<file path="config.mk">
export PLATFORM = sky130hd
export DESIGN_NAME = cam_counter_aux_measure_compare
export DESIGN_NICKNAME = d
export VERILOG_FILES = /design/src/design/cam_pkg.sv /design/src/design/cam_counter_aux_measure_compare.sv /design/src/design/cam_timed_sampling_unit.sv /design/src/design/cam_width_measure_unit.sv
export SDC_FILE = /design/constraint.sdc
export NUM_CORES = 2
export LEC_CHECK = 0
export BUFFER_PORTS_ARGS = -buffer_cell sky130_fd_sc_hd__buf_2
export CORE_ASPECT_RATIO = 0.7
export CORE_MARGIN = 2
export CORE_UTILIZATION = 44
export CTS_CLUSTER_SIZE = 8
export DETAILED_ROUTE_END_ITERATION = 10
export PLACE_DENSITY = 0.61
export RECOVER_POWER = 100
export SLEW_MARGIN = 0
export SYNTH_ARGS = -nofsm -noshare
export SYNTH_HDL_FRONTEND = slang
export SYNTH_SLANG_ARGS = --single-unit
</file>
<file path="constraint.sdc">
create_clock -name aclk -period 6.57 [get_ports aclk]
set_clock_uncertainty 0.2 [all_clocks]
set_input_delay 0.3285 -clock aclk [delete_from_list [all_inputs] [get_ports aclk]]
set_output_delay 0.3285 -clock aclk [all_outputs]
set_load 0.05 [all_outputs]
</file>
<file path="src/design/cam_pkg.sv">
// constants, register map and helpers shared by the measure/compare block
package cam_pkg;
    localparam int CAM_WCH = 4;
    localparam int CAM_SCH = 4;
    localparam int CAM_NCMP = 8;
    localparam int CAM_NMCNT = 4;
    localparam int CAM_ADDR_W = 8;
    localparam int CAM_CLK_PERIOD_PS = 4000;
    localparam int CAM_WIDTH_UNIT_PS = 10000;
    localparam int CAM_US_PS = 1000000;
    localparam int CAM_CYCLES_PER_US = CAM_US_PS / CAM_CLK_PERIOD_PS;
    localparam logic [7:0] CAM_OFF_WCFG = 8'h00;
    localparam logic [7:0] CAM_OFF_WRES0 = 8'h04;
    localparam logic [7:0] CAM_OFF_ROUTE = 8'h14;
    localparam logic [7:0] CAM_OFF_SCTRL = 8'h18;
    localparam logic [7:0] CAM_OFF_SWIN0 = 8'h1C;
    localparam logic [7:0] CAM_OFF_SRES0 = 8'h2C;
    localparam logic [7:0] CAM_OFF_SSTAT = 8'h3C;
    localparam logic [7:0] CAM_OFF_CCTRL = 8'h40;
    localparam logic [7:0] CAM_OFF_CVAL = 8'h44;
    localparam logic [7:0] CAM_OFF_CSTAT = 8'h48;
    localparam int CAM_WCFG_EN_LSB = 0;
    localparam int CAM_WCFG_POL_LSB = 8;
    localparam int CAM_ROUTE_MASK_LSB = 0;
    localparam int CAM_ROUTE_CSEL_LSB = 8;
    localparam int CAM_CCTRL_EN_BIT = 0;
    localparam int CAM_CCTRL_CTR_LSB = 4;
    localparam int CAM_CCTRL_OUT_LSB = 8;
    localparam logic [31:0] CAM_RST_WORD = 32'h0000_0000;
    localparam logic [1:0] CAM_RESP_OKAY = 2'h0;
    localparam logic [1:0] CAM_RESP_SLVERR = 2'h2;

    // byte-lane merge of a write into the current register word
    function automatic logic [31:0] cam_merge(input logic [31:0] old,
                                              input logic [31:0] wd,
                                              input logic [3:0] st);
        logic [31:0] r;
        r = old;
        for (int b = 0; b < 4; b++) begin
            if (st[b]) begin
                r[8*b +: 8] = wd[8*b +: 8];
            end
        end
        return r;
    endfunction : cam_merge
endpackage : cam_pkg

</file>
<file path="src/design/cam_counter_aux_measure_compare.sv">
// counter auxiliary block: width measure, sampling, single compare, irq routing
// What this block does
// - four independent width channels 0..3, each with counter and result.
// - polarity bit high measures high pulses, low measures low pulses.
// - width result is unsigned, in units of 0.01us.
// - enable and polarity fields use low four bits, bit n for channel n.
// - width and sampling channels run only while their enable is high.
// - eight compare interrupt outputs, one source-select bit each.
// - select bit 1 routes multi-compare point n of selected counter.
// - select bit 0 routes single-compare match output n.
// - counter-select 0..3 picks the counter driving multi-compare irqs.
// - sampling counts channel pulses within a programmed window.
// - sampling counts each cycle its count_pulse input is high, one event a cycle.
// - window length is a 32-bit value in microseconds.
// - sampled pulse count is reported unsigned.
// - single compare loads parameters on enable rise, idle while low.
// - compare output selector takes values 0 to 7.
// - width measurement uses four dedicated input pins, one per channel.
// - match output high while counter equals compare value, either way.
//
// Our own choices: the placing of the registers and register access over AXI4-Lite.
`timescale 1ns/10ps
module cam_counter_aux_measure_compare (
    input wire logic aclk,
    input wire logic aresetn,
    input wire logic [cam_pkg::CAM_ADDR_W-1:0] s_axi_awaddr,
    input wire logic s_axi_awvalid,
    output logic s_axi_awready,
    input wire logic [31:0] s_axi_wdata,
    input wire logic [3:0] s_axi_wstrb,
    input wire logic s_axi_wvalid,
    output logic s_axi_wready,
    output logic [1:0] s_axi_bresp,
    output logic s_axi_bvalid,
    input wire logic s_axi_bready,
    input wire logic [cam_pkg::CAM_ADDR_W-1:0] s_axi_araddr,
    input wire logic s_axi_arvalid,
    output logic s_axi_arready,
    output logic [31:0] s_axi_rdata,
    output logic [1:0] s_axi_rresp,
    output logic s_axi_rvalid,
    input wire logic s_axi_rready,
    input wire logic [cam_pkg::CAM_WCH-1:0] width_pulse_input,
    input wire logic [cam_pkg::CAM_SCH-1:0] count_pulse,
    input wire logic [cam_pkg::CAM_NCMP-1:0][31:0] counter_value,
    input wire logic [cam_pkg::CAM_NMCNT-1:0][7:0] multi_match,
    output logic [cam_pkg::CAM_NCMP-1:0] count_match_flag,
    output logic [cam_pkg::CAM_NCMP-1:0] compare_irq
);
    import cam_pkg::*;

    logic [CAM_WCH-1:0] pin_meta_r;
    logic [CAM_WCH-1:0] pin_sync_r;
    logic [CAM_WCH-1:0] width_channel_enable_r;
    logic [CAM_WCH-1:0] width_polarity_select_r;
    logic [CAM_WCH-1:0][31:0] width_result;
    logic [7:0] compare_irq_source_mask_r;
    logic [1:0] multi_compare_counter_select_r;
    logic [CAM_SCH-1:0] sampling_channel_enable_r;
    logic [CAM_SCH-1:0][31:0] sampling_window_length_r;
    logic [CAM_SCH-1:0][31:0] samp_result;
    logic [CAM_SCH-1:0] samp_done;
    logic [CAM_SCH-1:0] samp_flag_r;
    logic [CAM_SCH-1:0] samp_flag_clr;
    logic cmp_en_r;
    logic cmp_en_d_r;
    logic [2:0] cmp_ctr_r;
    logic [2:0] compare_output_select_r;
    logic [31:0] cmp_val_r;
    logic [2:0] act_ctr_r;
    logic [2:0] act_out_r;
    logic [31:0] act_val_r;
    logic aw_got_r;
    logic w_got_r;
    logic [CAM_ADDR_W-1:0] aw_addr_r;
    logic [31:0] w_data_r;
    logic [3:0] w_strb_r;
    logic [CAM_ADDR_W-1:0] wr_addr;
    logic [31:0] wr_data;
    logic [3:0] wr_strb;
    logic [31:0] wr_word;
    logic do_wr;
    logic [32:0] wr_rd;
    logic [32:0] ar_rd;
    logic ar_hs;

    // register readback and address decode
    function automatic logic [32:0] reg_read(input logic [7:0] a);
        logic [32:0] r;
        r = {1'b1, CAM_RST_WORD};
        unique case (a)
            CAM_OFF_WCFG: begin
                r[31:0] = (32'(width_channel_enable_r) << CAM_WCFG_EN_LSB)
                    | (32'(width_polarity_select_r) << CAM_WCFG_POL_LSB);
            end
            CAM_OFF_ROUTE: begin
                r[31:0] = (32'(compare_irq_source_mask_r)
                    << CAM_ROUTE_MASK_LSB)
                    | (32'(multi_compare_counter_select_r)
                    << CAM_ROUTE_CSEL_LSB);
            end
            CAM_OFF_SCTRL: r[31:0] = 32'(sampling_channel_enable_r);
            CAM_OFF_SSTAT: r[31:0] = 32'(samp_flag_r);
            CAM_OFF_CCTRL: begin
                r[31:0] = (32'(cmp_en_r) << CAM_CCTRL_EN_BIT)
                    | (32'(cmp_ctr_r) << CAM_CCTRL_CTR_LSB)
                    | (32'(compare_output_select_r) << CAM_CCTRL_OUT_LSB);
            end
            CAM_OFF_CVAL: r[31:0] = cmp_val_r;
            CAM_OFF_CSTAT: r[31:0] = 32'(count_match_flag);
            default: r[32] = 1'b0;
        endcase
        for (int i = 0; i < 4; i++) begin
            if (a == CAM_OFF_WRES0 + 8'(4 * i)) begin
                r = {1'b1, width_result[i]};
            end
            if (a == CAM_OFF_SWIN0 + 8'(4 * i)) begin
                r = {1'b1, sampling_window_length_r[i]};
            end
            if (a == CAM_OFF_SRES0 + 8'(4 * i)) begin
                r = {1'b1, samp_result[i]};
            end
        end
        return r;
    endfunction : reg_read

    // width pins cross into the clock domain through two flops
    always_ff @(posedge aclk) begin
        if (!aresetn) begin
            pin_meta_r <= '0;
            pin_sync_r <= '0;
        end else begin
            pin_meta_r <= width_pulse_input;
            pin_sync_r <= pin_meta_r;
        end
    end

    // write channel: address and data taken in either order
    assign s_axi_awready = !aw_got_r && !s_axi_bvalid;
    assign s_axi_wready = !w_got_r && !s_axi_bvalid;
    assign wr_addr = aw_got_r ? aw_addr_r : s_axi_awaddr;
    assign wr_data = w_got_r ? w_data_r : s_axi_wdata;
    assign wr_strb = w_got_r ? w_strb_r : s_axi_wstrb;
    assign do_wr = (aw_got_r || s_axi_awvalid) && (w_got_r || s_axi_wvalid)
        && !s_axi_bvalid;
    always_comb begin
        wr_rd = reg_read(wr_addr);
        ar_rd = reg_read(s_axi_araddr);
    end
    assign wr_word = cam_merge(wr_rd[31:0], wr_data, wr_strb);

    always_ff @(posedge aclk) begin
        if (!aresetn) begin
            aw_got_r <= 1'b0;
            w_got_r <= 1'b0;
            aw_addr_r <= '0;
            w_data_r <= 32'h0000_0000;
            w_strb_r <= 4'h0;
        end else if (do_wr) begin
            aw_got_r <= 1'b0;
            w_got_r <= 1'b0;
        end else begin
            if (s_axi_awvalid && s_axi_awready) begin
                aw_got_r <= 1'b1;
                aw_addr_r <= s_axi_awaddr;
            end
            if (s_axi_wvalid && s_axi_wready) begin
                w_got_r <= 1'b1;
                w_data_r <= s_axi_wdata;
                w_strb_r <= s_axi_wstrb;
            end
        end
    end

    always_ff @(posedge aclk) begin
        if (!aresetn) begin
            s_axi_bvalid <= 1'b0;
            s_axi_bresp <= CAM_RESP_OKAY;
        end else if (do_wr) begin
            s_axi_bvalid <= 1'b1;
            s_axi_bresp <= wr_rd[32] ? CAM_RESP_OKAY : CAM_RESP_SLVERR;
        end else if (s_axi_bready) begin
            s_axi_bvalid <= 1'b0;
        end
    end

    // software registers
    always_ff @(posedge aclk) begin
        if (!aresetn) begin
            width_channel_enable_r <= '0;
            width_polarity_select_r <= '0;
            compare_irq_source_mask_r <= 8'h00;
            multi_compare_counter_select_r <= 2'h0;
            sampling_channel_enable_r <= '0;
            sampling_window_length_r <= '0;
            cmp_en_r <= 1'b0;
            cmp_ctr_r <= 3'h0;
            compare_output_select_r <= 3'h0;
            cmp_val_r <= 32'h0000_0000;
        end else if (do_wr) begin
            if (wr_addr == CAM_OFF_WCFG) begin
                width_channel_enable_r <= wr_word[CAM_WCFG_EN_LSB +: 4];
                width_polarity_select_r <= wr_word[CAM_WCFG_POL_LSB +: 4];
            end
            if (wr_addr == CAM_OFF_ROUTE) begin
                compare_irq_source_mask_r <=
                    wr_word[CAM_ROUTE_MASK_LSB +: 8];
                multi_compare_counter_select_r <=
                    wr_word[CAM_ROUTE_CSEL_LSB +: 2];
            end
            if (wr_addr == CAM_OFF_SCTRL) begin
                sampling_channel_enable_r <= wr_word[CAM_SCH-1:0];
            end
            for (int i = 0; i < CAM_SCH; i++) begin
                if (wr_addr == CAM_OFF_SWIN0 + 8'(4 * i)) begin
                    // taken at once; stop the channel first to avoid a bad window
                    sampling_window_length_r[i] <= wr_word;
                end
            end
            if (wr_addr == CAM_OFF_CCTRL) begin
                cmp_en_r <= wr_word[CAM_CCTRL_EN_BIT];
                cmp_ctr_r <= wr_word[CAM_CCTRL_CTR_LSB +: 3];
                compare_output_select_r <=
                    wr_word[CAM_CCTRL_OUT_LSB +: 3];
            end
            if (wr_addr == CAM_OFF_CVAL) begin
                cmp_val_r <= wr_word;
            end
        end
    end

    // sampling done flags: set wins over write-one-to-clear
    always_comb begin
        samp_flag_clr = '0;
        if (do_wr && wr_addr == CAM_OFF_SSTAT && wr_strb[0]) begin
            samp_flag_clr = wr_data[CAM_SCH-1:0];
        end
    end

    always_ff @(posedge aclk) begin
        if (!aresetn) begin
            samp_flag_r <= '0;
        end else begin
            samp_flag_r <= (samp_flag_r & ~samp_flag_clr) | samp_done;
        end
    end

    // read channel
    assign s_axi_arready = !s_axi_rvalid;
    assign ar_hs = s_axi_arvalid && s_axi_arready;

    always_ff @(posedge aclk) begin
        if (!aresetn) begin
            s_axi_rvalid <= 1'b0;
            s_axi_rdata <= 32'h0000_0000;
            s_axi_rresp <= CAM_RESP_OKAY;
        end else if (ar_hs) begin
            s_axi_rvalid <= 1'b1;
            s_axi_rdata <= ar_rd[31:0];
            s_axi_rresp <= ar_rd[32] ? CAM_RESP_OKAY : CAM_RESP_SLVERR;
        end else if (s_axi_rready) begin
            s_axi_rvalid <= 1'b0;
        end
    end

    // width and sampling channels
    for (genvar g = 0; g < CAM_WCH; g++) begin : g_width
        cam_width_measure_unit u_width (
            .aclk(aclk),
            .aresetn(aresetn),
            .enable(width_channel_enable_r[g]),
            .polarity(width_polarity_select_r[g]),
            .pin_level(pin_sync_r[g]),
            .result(width_result[g])
        );
    end

    for (genvar g = 0; g < CAM_SCH; g++) begin : g_samp
        cam_timed_sampling_unit u_samp (
            .aclk(aclk),
            .aresetn(aresetn),
            .enable(sampling_channel_enable_r[g]),
            .window_us(sampling_window_length_r[g]),
            .count_event(count_pulse[g]),
            .result(samp_result[g]),
            .done(samp_done[g])
        );
    end

    // single compare: parameters loaded on enable rising edge
    always_ff @(posedge aclk) begin
        if (!aresetn) begin
            cmp_en_d_r <= 1'b0;
            act_ctr_r <= 3'h0;
            act_out_r <= 3'h0;
            act_val_r <= 32'h0000_0000;
        end else begin
            cmp_en_d_r <= cmp_en_r;
            if (cmp_en_r && !cmp_en_d_r) begin
                act_ctr_r <= cmp_ctr_r;
                act_out_r <= compare_output_select_r;
                act_val_r <= cmp_val_r;
            end
        end
    end

    always_ff @(posedge aclk) begin
        if (!aresetn) begin
            count_match_flag <= '0;
        end else begin
            count_match_flag <= '0;
            if (cmp_en_r && cmp_en_d_r) begin
                count_match_flag[act_out_r] <=
                    (counter_value[act_ctr_r] == act_val_r);
            end
        end
    end

    // interrupt routing
    always_ff @(posedge aclk) begin
        if (!aresetn) begin
            compare_irq <= '0;
        end else begin
            for (int n = 0; n < CAM_NCMP; n++) begin
                compare_irq[n] <= compare_irq_source_mask_r[n]
                    ? multi_match[multi_compare_counter_select_r][n]
                    : count_match_flag[n];
            end
        end
    end

    for (genvar n = 0; n < CAM_NCMP; n++) begin : g_chk

    end
endmodule : cam_counter_aux_measure_compare

</file>
<file path="src/design/cam_timed_sampling_unit.sv">
// one timed sampling channel: pulses counted over a window in microseconds
`timescale 1ns/10ps
module cam_timed_sampling_unit (
    input wire logic aclk,
    input wire logic aresetn,
    input wire logic enable,
    input wire logic [31:0] window_us,
    input wire logic count_event,
    output logic [31:0] result,
    output logic done
);
    import cam_pkg::*;
    localparam logic [7:0] PRES_LAST = 8'(CAM_CYCLES_PER_US - 1);
    logic [7:0] pres_r;
    logic [31:0] us_r;
    logic [31:0] cnt_r;
    logic [31:0] cnt_plus;
    logic win_end;

    assign cnt_plus = cnt_r + {31'h0000_0000, count_event};
    assign win_end = (pres_r == PRES_LAST) && (us_r + 32'h1 == window_us);

    always_ff @(posedge aclk) begin
        if (!aresetn || !enable || window_us == 32'h0) begin
            pres_r <= 8'h00;
            us_r <= 32'h0000_0000;
            cnt_r <= 32'h0000_0000;
            result <= result;
            done <= 1'b0;
            if (!aresetn) begin
                result <= 32'h0000_0000;
            end
        end else begin
            pres_r <= (pres_r == PRES_LAST) ? 8'h00 : pres_r + 8'h01;
            done <= win_end;
            if (win_end) begin
                result <= cnt_plus;
                us_r <= 32'h0000_0000;
                cnt_r <= 32'h0000_0000;
            end else begin
                cnt_r <= cnt_plus;
                if (pres_r == PRES_LAST) begin
                    us_r <= us_r + 32'h0000_0001;
                end
            end
        end
    end
endmodule : cam_timed_sampling_unit

</file>
<file path="src/design/cam_width_measure_unit.sv">
// one pulse-width measurement channel in 0.01us steps
`timescale 1ns/10ps
module cam_width_measure_unit (
    input wire logic aclk,
    input wire logic aresetn,
    input wire logic enable,
    input wire logic polarity,
    input wire logic pin_level,
    output logic [31:0] result
);
    import cam_pkg::*;
    localparam logic [15:0] STEP = 16'(CAM_CLK_PERIOD_PS);
    localparam logic [15:0] UNIT = 16'(CAM_WIDTH_UNIT_PS);
    logic [31:0] cnt_r;
    logic [15:0] acc_r;
    logic prev_r;
    logic active;

    assign active = polarity ? pin_level : ~pin_level;

    always_ff @(posedge aclk) begin
        if (!aresetn || !enable) begin
            cnt_r <= 32'h0000_0000;
            acc_r <= 16'h0000;
            prev_r <= 1'b0;
        end else begin
            prev_r <= active;
            if (active) begin
                if (17'(acc_r) + 17'(STEP) >= 17'(UNIT)) begin
                    acc_r <= acc_r + STEP - UNIT;
                    cnt_r <= cnt_r + 32'h0000_0001;
                end else begin
                    acc_r <= acc_r + STEP;
                end
            end else if (prev_r) begin
                cnt_r <= 32'h0000_0000;
                acc_r <= 16'h0000;
            end
        end
    end

    always_ff @(posedge aclk) begin
        if (!aresetn) begin
            result <= 32'h0000_0000;
        end else if (enable && prev_r && !active) begin
            result <= cnt_r;
        end
    end
endmodule : cam_width_measure_unit

</file>
Word-level counts from Yosys, hierarchy flattened
Cells that the tools add are included.
{"block": "op_classes", "reduce_logical": 103, "addsub": 28, "eq_ne": 53, "bitwise_logic": 14, "muxes": 93, "n_lt_le_gt_ge": 8}
{"operator": "$mux 33", "n": 24}
{"operator": "$mux 32", "n": 23}
{"operator": "$pmux 32 s7", "n": 2}
{"operator": "$add 32x1->32 const B", "n": 8}
{"operator": "$mux 16", "n": 12}
{"operator": "$eq 32x32->1", "n": 5}
{"operator": "$add 32x1->32", "n": 4}
{"operator": "$eq 8x6->1 const B", "n": 16}
{"operator": "$logic_not 32->1", "n": 4}
{"operator": "$bmux 32 s3", "n": 1}
{"operator": "$add 16x12->17 const B", "n": 4}
{"operator": "$ge 17x14->1 const B", "n": 4}
{"operator": "$add 16x12->16 const B", "n": 4}
{"operator": "$eq 8x5->1 const B", "n": 8}
{"operator": "$sub 16x14->16 const B", "n": 4}
{"operator": "$eq 8x7->1 const B", "n": 6}
{"operator": "$mux 8", "n": 6}
{"operator": "$reduce_and 2->1", "n": 20}
{"operator": "$add 8x1->8 const B", "n": 4}
{"operator": "$eq 8x4->1 const B", "n": 4}
{"operator": "$eq 8x8->1 const B", "n": 4}
{"operator": "$logic_and 1x1->1", "n": 24}
{"operator": "$reduce_bool 2->1", "n": 10}
{"operator": "$mux 1", "n": 19}
{"operator": "other kinds (23)", "n": 79}
{"block": "totals", "regBits": 1084, "output_inout_bits": 57}

Depth between registers and ports, before layout
{"block": "depth", "word_depth": 17, "depth_mapped": 14}

Modules after synthesis
From an unflattened synthesis, not the netlist that was laid out.
{"block": "hier_totals", "hier_cells": 7008, "area_unflattened_um2": 60685.7}
{"mod": "cam_timed_sampling_unit", "area_each_um2": 5556.6, "instances": 4, "cells_per_inst": 581}
{"mod": "cam_counter_aux_measure_compare", "area_each_um2": 22053.7, "instances": 1, "cells_per_inst": 2708}
{"mod": "cam_width_measure_unit at g_width[2].u_width ...", "area_each_um2": 4157.7, "instances": 2, "cells_per_inst": 496}
{"mod": "cam_width_measure_unit at g_width[0].u_width ...", "area_each_um2": 4045.1, "instances": 2, "cells_per_inst": 492}

Worst setup path before layout
No wires, ideal clock.
{"block": "synth_timing", "path_type": "register to register", "startpoint": "reg g_samp[0].u_samp.us_r[0]", "endpoint": "reg g_samp[0].u_samp.result[0] (enable)", "setup_slack_ns": 0.107, "setup_time_ns": 0.511, "arrival_ns": 5.752, "stages_incl_launch_ff": 12, "path_cell_list": "dfxtp_1 ha_1 clkbuf_1 inv_1 or4_1 clkbuf_1 mux2i_1 mux2i_1 o221a_2 nand4_1 or2_2 o41ai_1"}
{"block": "synth_via", "elab_chain_len": 5}
{"item": "from (decl)", "line_no": "cam_timed_sampling_unit.sv:15", "source": "logic [31:0] us_r;"}
{"item": "from (signal assigned)", "line_no": "cam_timed_sampling_unit.sv:43", "source": "us_r <= us_r + 32'h0000_0001;"}
{"item": "$add 32x1->32", "line_no": "cam_timed_sampling_unit.sv:21", "source": "assign win_end = (pres_r == PRES_LAST) && (us_r + 32'h1 == window_us);"}
{"item": "$eq 32x32->1", "line_no": "cam_timed_sampling_unit.sv:21"}
{"item": "$logic_and 1x1->1", "line_no": "cam_timed_sampling_unit.sv:21"}
{"item": "$reduce_bool 2->1 (no source line)"}
{"item": "$reduce_and 2->1 (no source line)"}
{"item": "to (signal assigned)", "line_no": "cam_timed_sampling_unit.sv:28", "source": "result <= result;"}
{"item": "to (signal assigned)", "line_no": "cam_timed_sampling_unit.sv:37", "source": "result <= cnt_plus;"}
{"item": "to (decl)", "line_no": "cam_timed_sampling_unit.sv:9", "source": "output logic [31:0] result,"}
Every way passes these cells.
A chain may end at the register's enable or synchronous reset.

Worst setup path in the final report
{"block": "layout_timing", "startpoint": "reg aw_got_r", "endpoint": "reg cmp_val_r[18]"}
{"block": "layout_via", "elab_chain_len": 16}
{"item": "from (decl)", "line_no": "cam_counter_aux_measure_compare.sv:73", "source": "logic aw_got_r;"}
{"item": "from (signal assigned)", "line_no": "cam_counter_aux_measure_compare.sv:154", "source": "aw_got_r <= 1'b0;"}
{"item": "from (signal assigned)", "line_no": "cam_counter_aux_measure_compare.sv:160", "source": "aw_got_r <= 1'b0;"}
{"item": "from (signal assigned)", "line_no": "cam_counter_aux_measure_compare.sv:164", "source": "aw_got_r <= 1'b1;"}
{"item": "$mux 8", "line_no": "cam_counter_aux_measure_compare.sv:141", "source": "assign wr_addr = aw_got_r ? aw_addr_r : s_axi_awaddr;"}
{"item": "$eq 8x7->1, or another cell as far along", "line_no": "cam_counter_aux_measure_compare.sv:91", "source": "unique case (a)"}
{"item": "$pmux 32 s7", "line_no": "cam_counter_aux_measure_compare.sv:91"}
{"item": "$mux 33", "line_no": "cam_counter_aux_measure_compare.sv:114", "source": "if (a == CAM_OFF_WRES0 + 8'(4 * i)) begin"}
{"item": "$mux 33", "line_no": "cam_counter_aux_measure_compare.sv:117", "source": "if (a == CAM_OFF_SWIN0 + 8'(4 * i)) begin"}
{"item": "$mux 33", "line_no": "cam_counter_aux_measure_compare.sv:120", "source": "if (a == CAM_OFF_SRES0 + 8'(4 * i)) begin"}
{"item": "$mux 33", "line_no": "cam_counter_aux_measure_compare.sv:114"}
{"item": "$mux 33", "line_no": "cam_counter_aux_measure_compare.sv:117"}
{"item": "$mux 33", "line_no": "cam_counter_aux_measure_compare.sv:120"}
{"item": "$mux 33", "line_no": "cam_counter_aux_measure_compare.sv:114"}
{"item": "$mux 33", "line_no": "cam_counter_aux_measure_compare.sv:117"}
{"item": "$mux 33", "line_no": "cam_counter_aux_measure_compare.sv:120"}
{"item": "$mux 33", "line_no": "cam_counter_aux_measure_compare.sv:114"}
{"item": "$mux 33", "line_no": "cam_counter_aux_measure_compare.sv:117"}
{"item": "$mux 33", "line_no": "cam_counter_aux_measure_compare.sv:120"}
{"item": "$mux 8", "line_no": "cam_pkg.sv:40", "source": "if (st[b]) begin"}
{"item": "to (signal assigned)", "line_no": "cam_counter_aux_measure_compare.sv:227", "source": "cmp_val_r <= wr_word;"}
{"item": "to (decl)", "line_no": "cam_counter_aux_measure_compare.sv:69", "source": "logic [31:0] cmp_val_r;"}
Several ways; a longest one is shown, not always the timed one.

==> results.json <==
{
  "yosys_warnings": 0,
  "grt_max_degree": 105,
  "cp.required_ns": 7.06,
  "grt_pass1_vias": 53100,
  "syn-mean-instance-area_sq_um": 8.35,
  "ios": 412,
  "cts.sinks": 1066,
  "timing.hold.ws_ns": 0.0945,
  "period_share": 0.870,
  "critPathLaunchType": "flop",
  "min_period_ns": 5.71,
  "slowest_delay_ns": 1.41,
  "cpMaxStageDelayCell": "and2_0",
  "cts-root-buf": "clkbuf_16",
  "die_h_um": 309,
  "post_drt_wl_per_cell_um": 29.9,
  "die-area_sq_mm": 0.136,
  "antenna_found_initial": 29,
  "grt_pass1_wl_um": 384000,
  "max_freq_ghz": 0.175,
  "viasPerCell": 6.42,
  "start_util": 0.444,
  "vdd_ir_drop_max_uv": 187,
  "violations": "max-capacitance violations, max-slew violations",
  "syn-instance-count": 6981,
  "critPathBufInv": 2,
  "synth_top_flop_cell": "dfxtp_1",
  "power_density_mw_per_mm2": 227,
  "numCtsBuffers": 151,
  "cap_violations": 18,
  "mostFrequentLayoutCells": "935 x dfxtp_1, 923 x nand2_1, 549 x nor2_1",
  "first_iter_violations": 8405,
  "path_clk_slew_ns": 0.06,
  "vias": 58200,
  "gp_congestion": 1.08,
  "setup_violations": 0,
  "maxSlewHeadroom": -1.12,
  "finalSetupTns_ns": 0,
  "clk_latency_ns": 0.82,
  "endpoint_kind": "flop",
  "final_common_cell": "dfxtp_1",
  "drt_wl_total_um": 271000,
  "first_pass_iters": 11,
  "track_usage": 0.388,
  "core_sq_mm": 0.131,
  "nFillCells": 12600,
  "crit_arrival_ns": 6.21,
  "hpwl_um": 207000,
  "synth_edf_count": 128,
  "status": "complete, but fails checks",
  "overflow": 0,
  "antenna_left": 0,
  "worstMarginPinSlew_ns": 3.18,
  "yosysUniqueCellTypes": 105,
  "cts_tree": "done",
  "die_w_um": 439,
  "path_delay_family": "simple AND/OR/NAND/NOR gates",
  "postCtsSetupRepairBufs": 0,
  "ys_ff_latch": 1066,
  "rsz0062_at_grt": "false",
  "drc_errors": 0,
  "stdcell_area_sq_mm": 0.0663,
  "fin_nets": 7626,
  "num_rows": 111,
  "rrSetupSlack_ns": 0.86,
  "clockBufferDepth": 3,
  "synth_seq_area_share": 0.388,
  "slew_viol_final": 725,
  "leakage_uw": 0.0218,
  "syn_to_final_growth_pct": 13.7,
  "drive_gt1_frac": 0.113,
  "htree_levels": 4,
  "async_reset_ff_frac": 0,
  "path_class": "flop to flop",
  "syn_area_sq_mm": 0.0583,
  "cp_max_fo": 48,
  "numPortBuffers": 409,
  "path_cells": "or3b_2, a222oi_1, and2_0, clkbuf_1, nand2_1, clkbuf_2, nand2_1, o21ai_0, and2_0",
  "place_area_sq_mm": 0.0617,
  "hold_path.class": "primary input to flop",
  "hold_viol_final": 0,
  "cts_resized": 0
}
## area by class of cell
type                       instances  area (sq um)  share of cell area
antenna                           17          42.5            0.000642
clock inverter                    14           304             0.00459
multi-input combinational       5312         33100               0.500
inverter                          84           317             0.00478
sequential                      1066         22600               0.341
tap                             1751          2190              0.0331
timing repair buffer             616          3670              0.0553
clock buffer                     204          4020              0.0606
## worst paths after layout
path / depth (start not counted) / endpoint / start
worst min-delay path: 3 / pin_meta_r[2] / width_pulse_input[2]
worst max register to register: 9 / cmp_val_r[18] / aw_got_r
worst min register to register: 1 / pin_sync_r[0] / pin_meta_r[0]
worst max-delay path: 9 / cmp_val_r[18] / aw_got_r
## worst register-to-register path: cells and delay by family (launching register included)
kind | cells | cell delay, ns
buffers and inverters | 2 | 1.06
AO/OA/AOI/OAI | 2 | 1.16
flip-flops | 1 | 0.61
AND/OR/NAND/NOR | 5 | 2.56
## power breakdown
part | total (uW) | switching [uW] | internal (uW)
Clock | 7350 | 3100 | 4260
Combinational | 881 | 583 | 298
Sequential | 6780 | 115 | 6660
## cell usage after synthesis, types with 69 or more instances
cell / number / area (sq um)
mux4_2: 72 / 1620
nor3_1: 300 / 1500
nor4_1: 87 / 544
a221oi_1: 74 / 648
xnor2_1: 315 / 2760
inv_1: 82 / 308
dfxtp_1: 938 / 18800
a222oi_1: 69 / 691
nand4_1: 133 / 832
and3_1: 119 / 744
a22oi_1: 76 / 571
edfxtp_1: 128 / 3840
nand3_1: 378 / 1890
nor2_1: 555 / 2080
a21oi_1: 447 / 2240
o21ai_0: 356 / 1780
and2_1: 72 / 450
mux2i_1: 112 / 1120
xor2_1: 265 / 2320
clkbuf_1: 432 / 1620
nand2_1: 925 / 3470
## kinds of logic (layout without fill, tap and decap cells)
kind of cell / after synthesis / in the layout / share of synthesized area
other: 1 / 19 / 0.0000643
XOR/XNOR: 582 / 582 / 0.0879
buffers and inverters: 604 / 918 / 0.0416
multiplexers: 229 / 229 / 0.0558
AND/OR/NAND/NOR: 2945 / 2945 / 0.249
AO/OA/AOI/OAI: 1514 / 1514 / 0.169
adder cells (fa/ha/maj): 40 / 40 / 0.00858
flip-flops: 1066 / 1066 / 0.388
## layer usage
metal / global-route usage / vias to the layer above / part of all wire
met3: 0.145 / 561 / 0.13
met5: 0 / - / 0.00026
met1: 0.547 / 28300 / 0.43
met4: 0.167 / 10 / 0.045
met2: 0.524 / 3420 / 0.39
li1: - / 25900 / -
## sequential cells by signal, summed over array words and instances, names as in the netlist, 48 cells and up
| register | cells |
|---|---|
| g_samp.u_samp.cnt_r | 128 |
| g_samp.u_samp.result | 128 |
| g_samp.u_samp.us_r | 128 |
| g_width.u_width.cnt_r | 128 |
| g_width.u_width.result | 128 |
| sampling_window_length_r | 128 |
| g_width.u_width.acc_r | 48 |
## timing repair
| action | CTS | global route |
|---|---|---|
| setup endpoints to repair | 0 | 0 |
| hold endpoints to repair | 144 | 0 |
| hold buffers | 78 | 0 |
## stage by stage
stage / instances / power, uW / worst slack, ns / util
floorplan: 6982 / 7270 / 0.107 / -
global placement: 8751 / 7710 / 1.86 / 0.470
detailed placement: 8751 / 7710 / 1.82 / 0.470
CTS: 9047 / 15100 / 1.78 / 0.509
global route: 9052 / 15400 / 0.787 / 0.505
finish: 9064 / 15000 / 0.856 / 0.505
No activity file was read; power rests on OpenSTA's default activity.
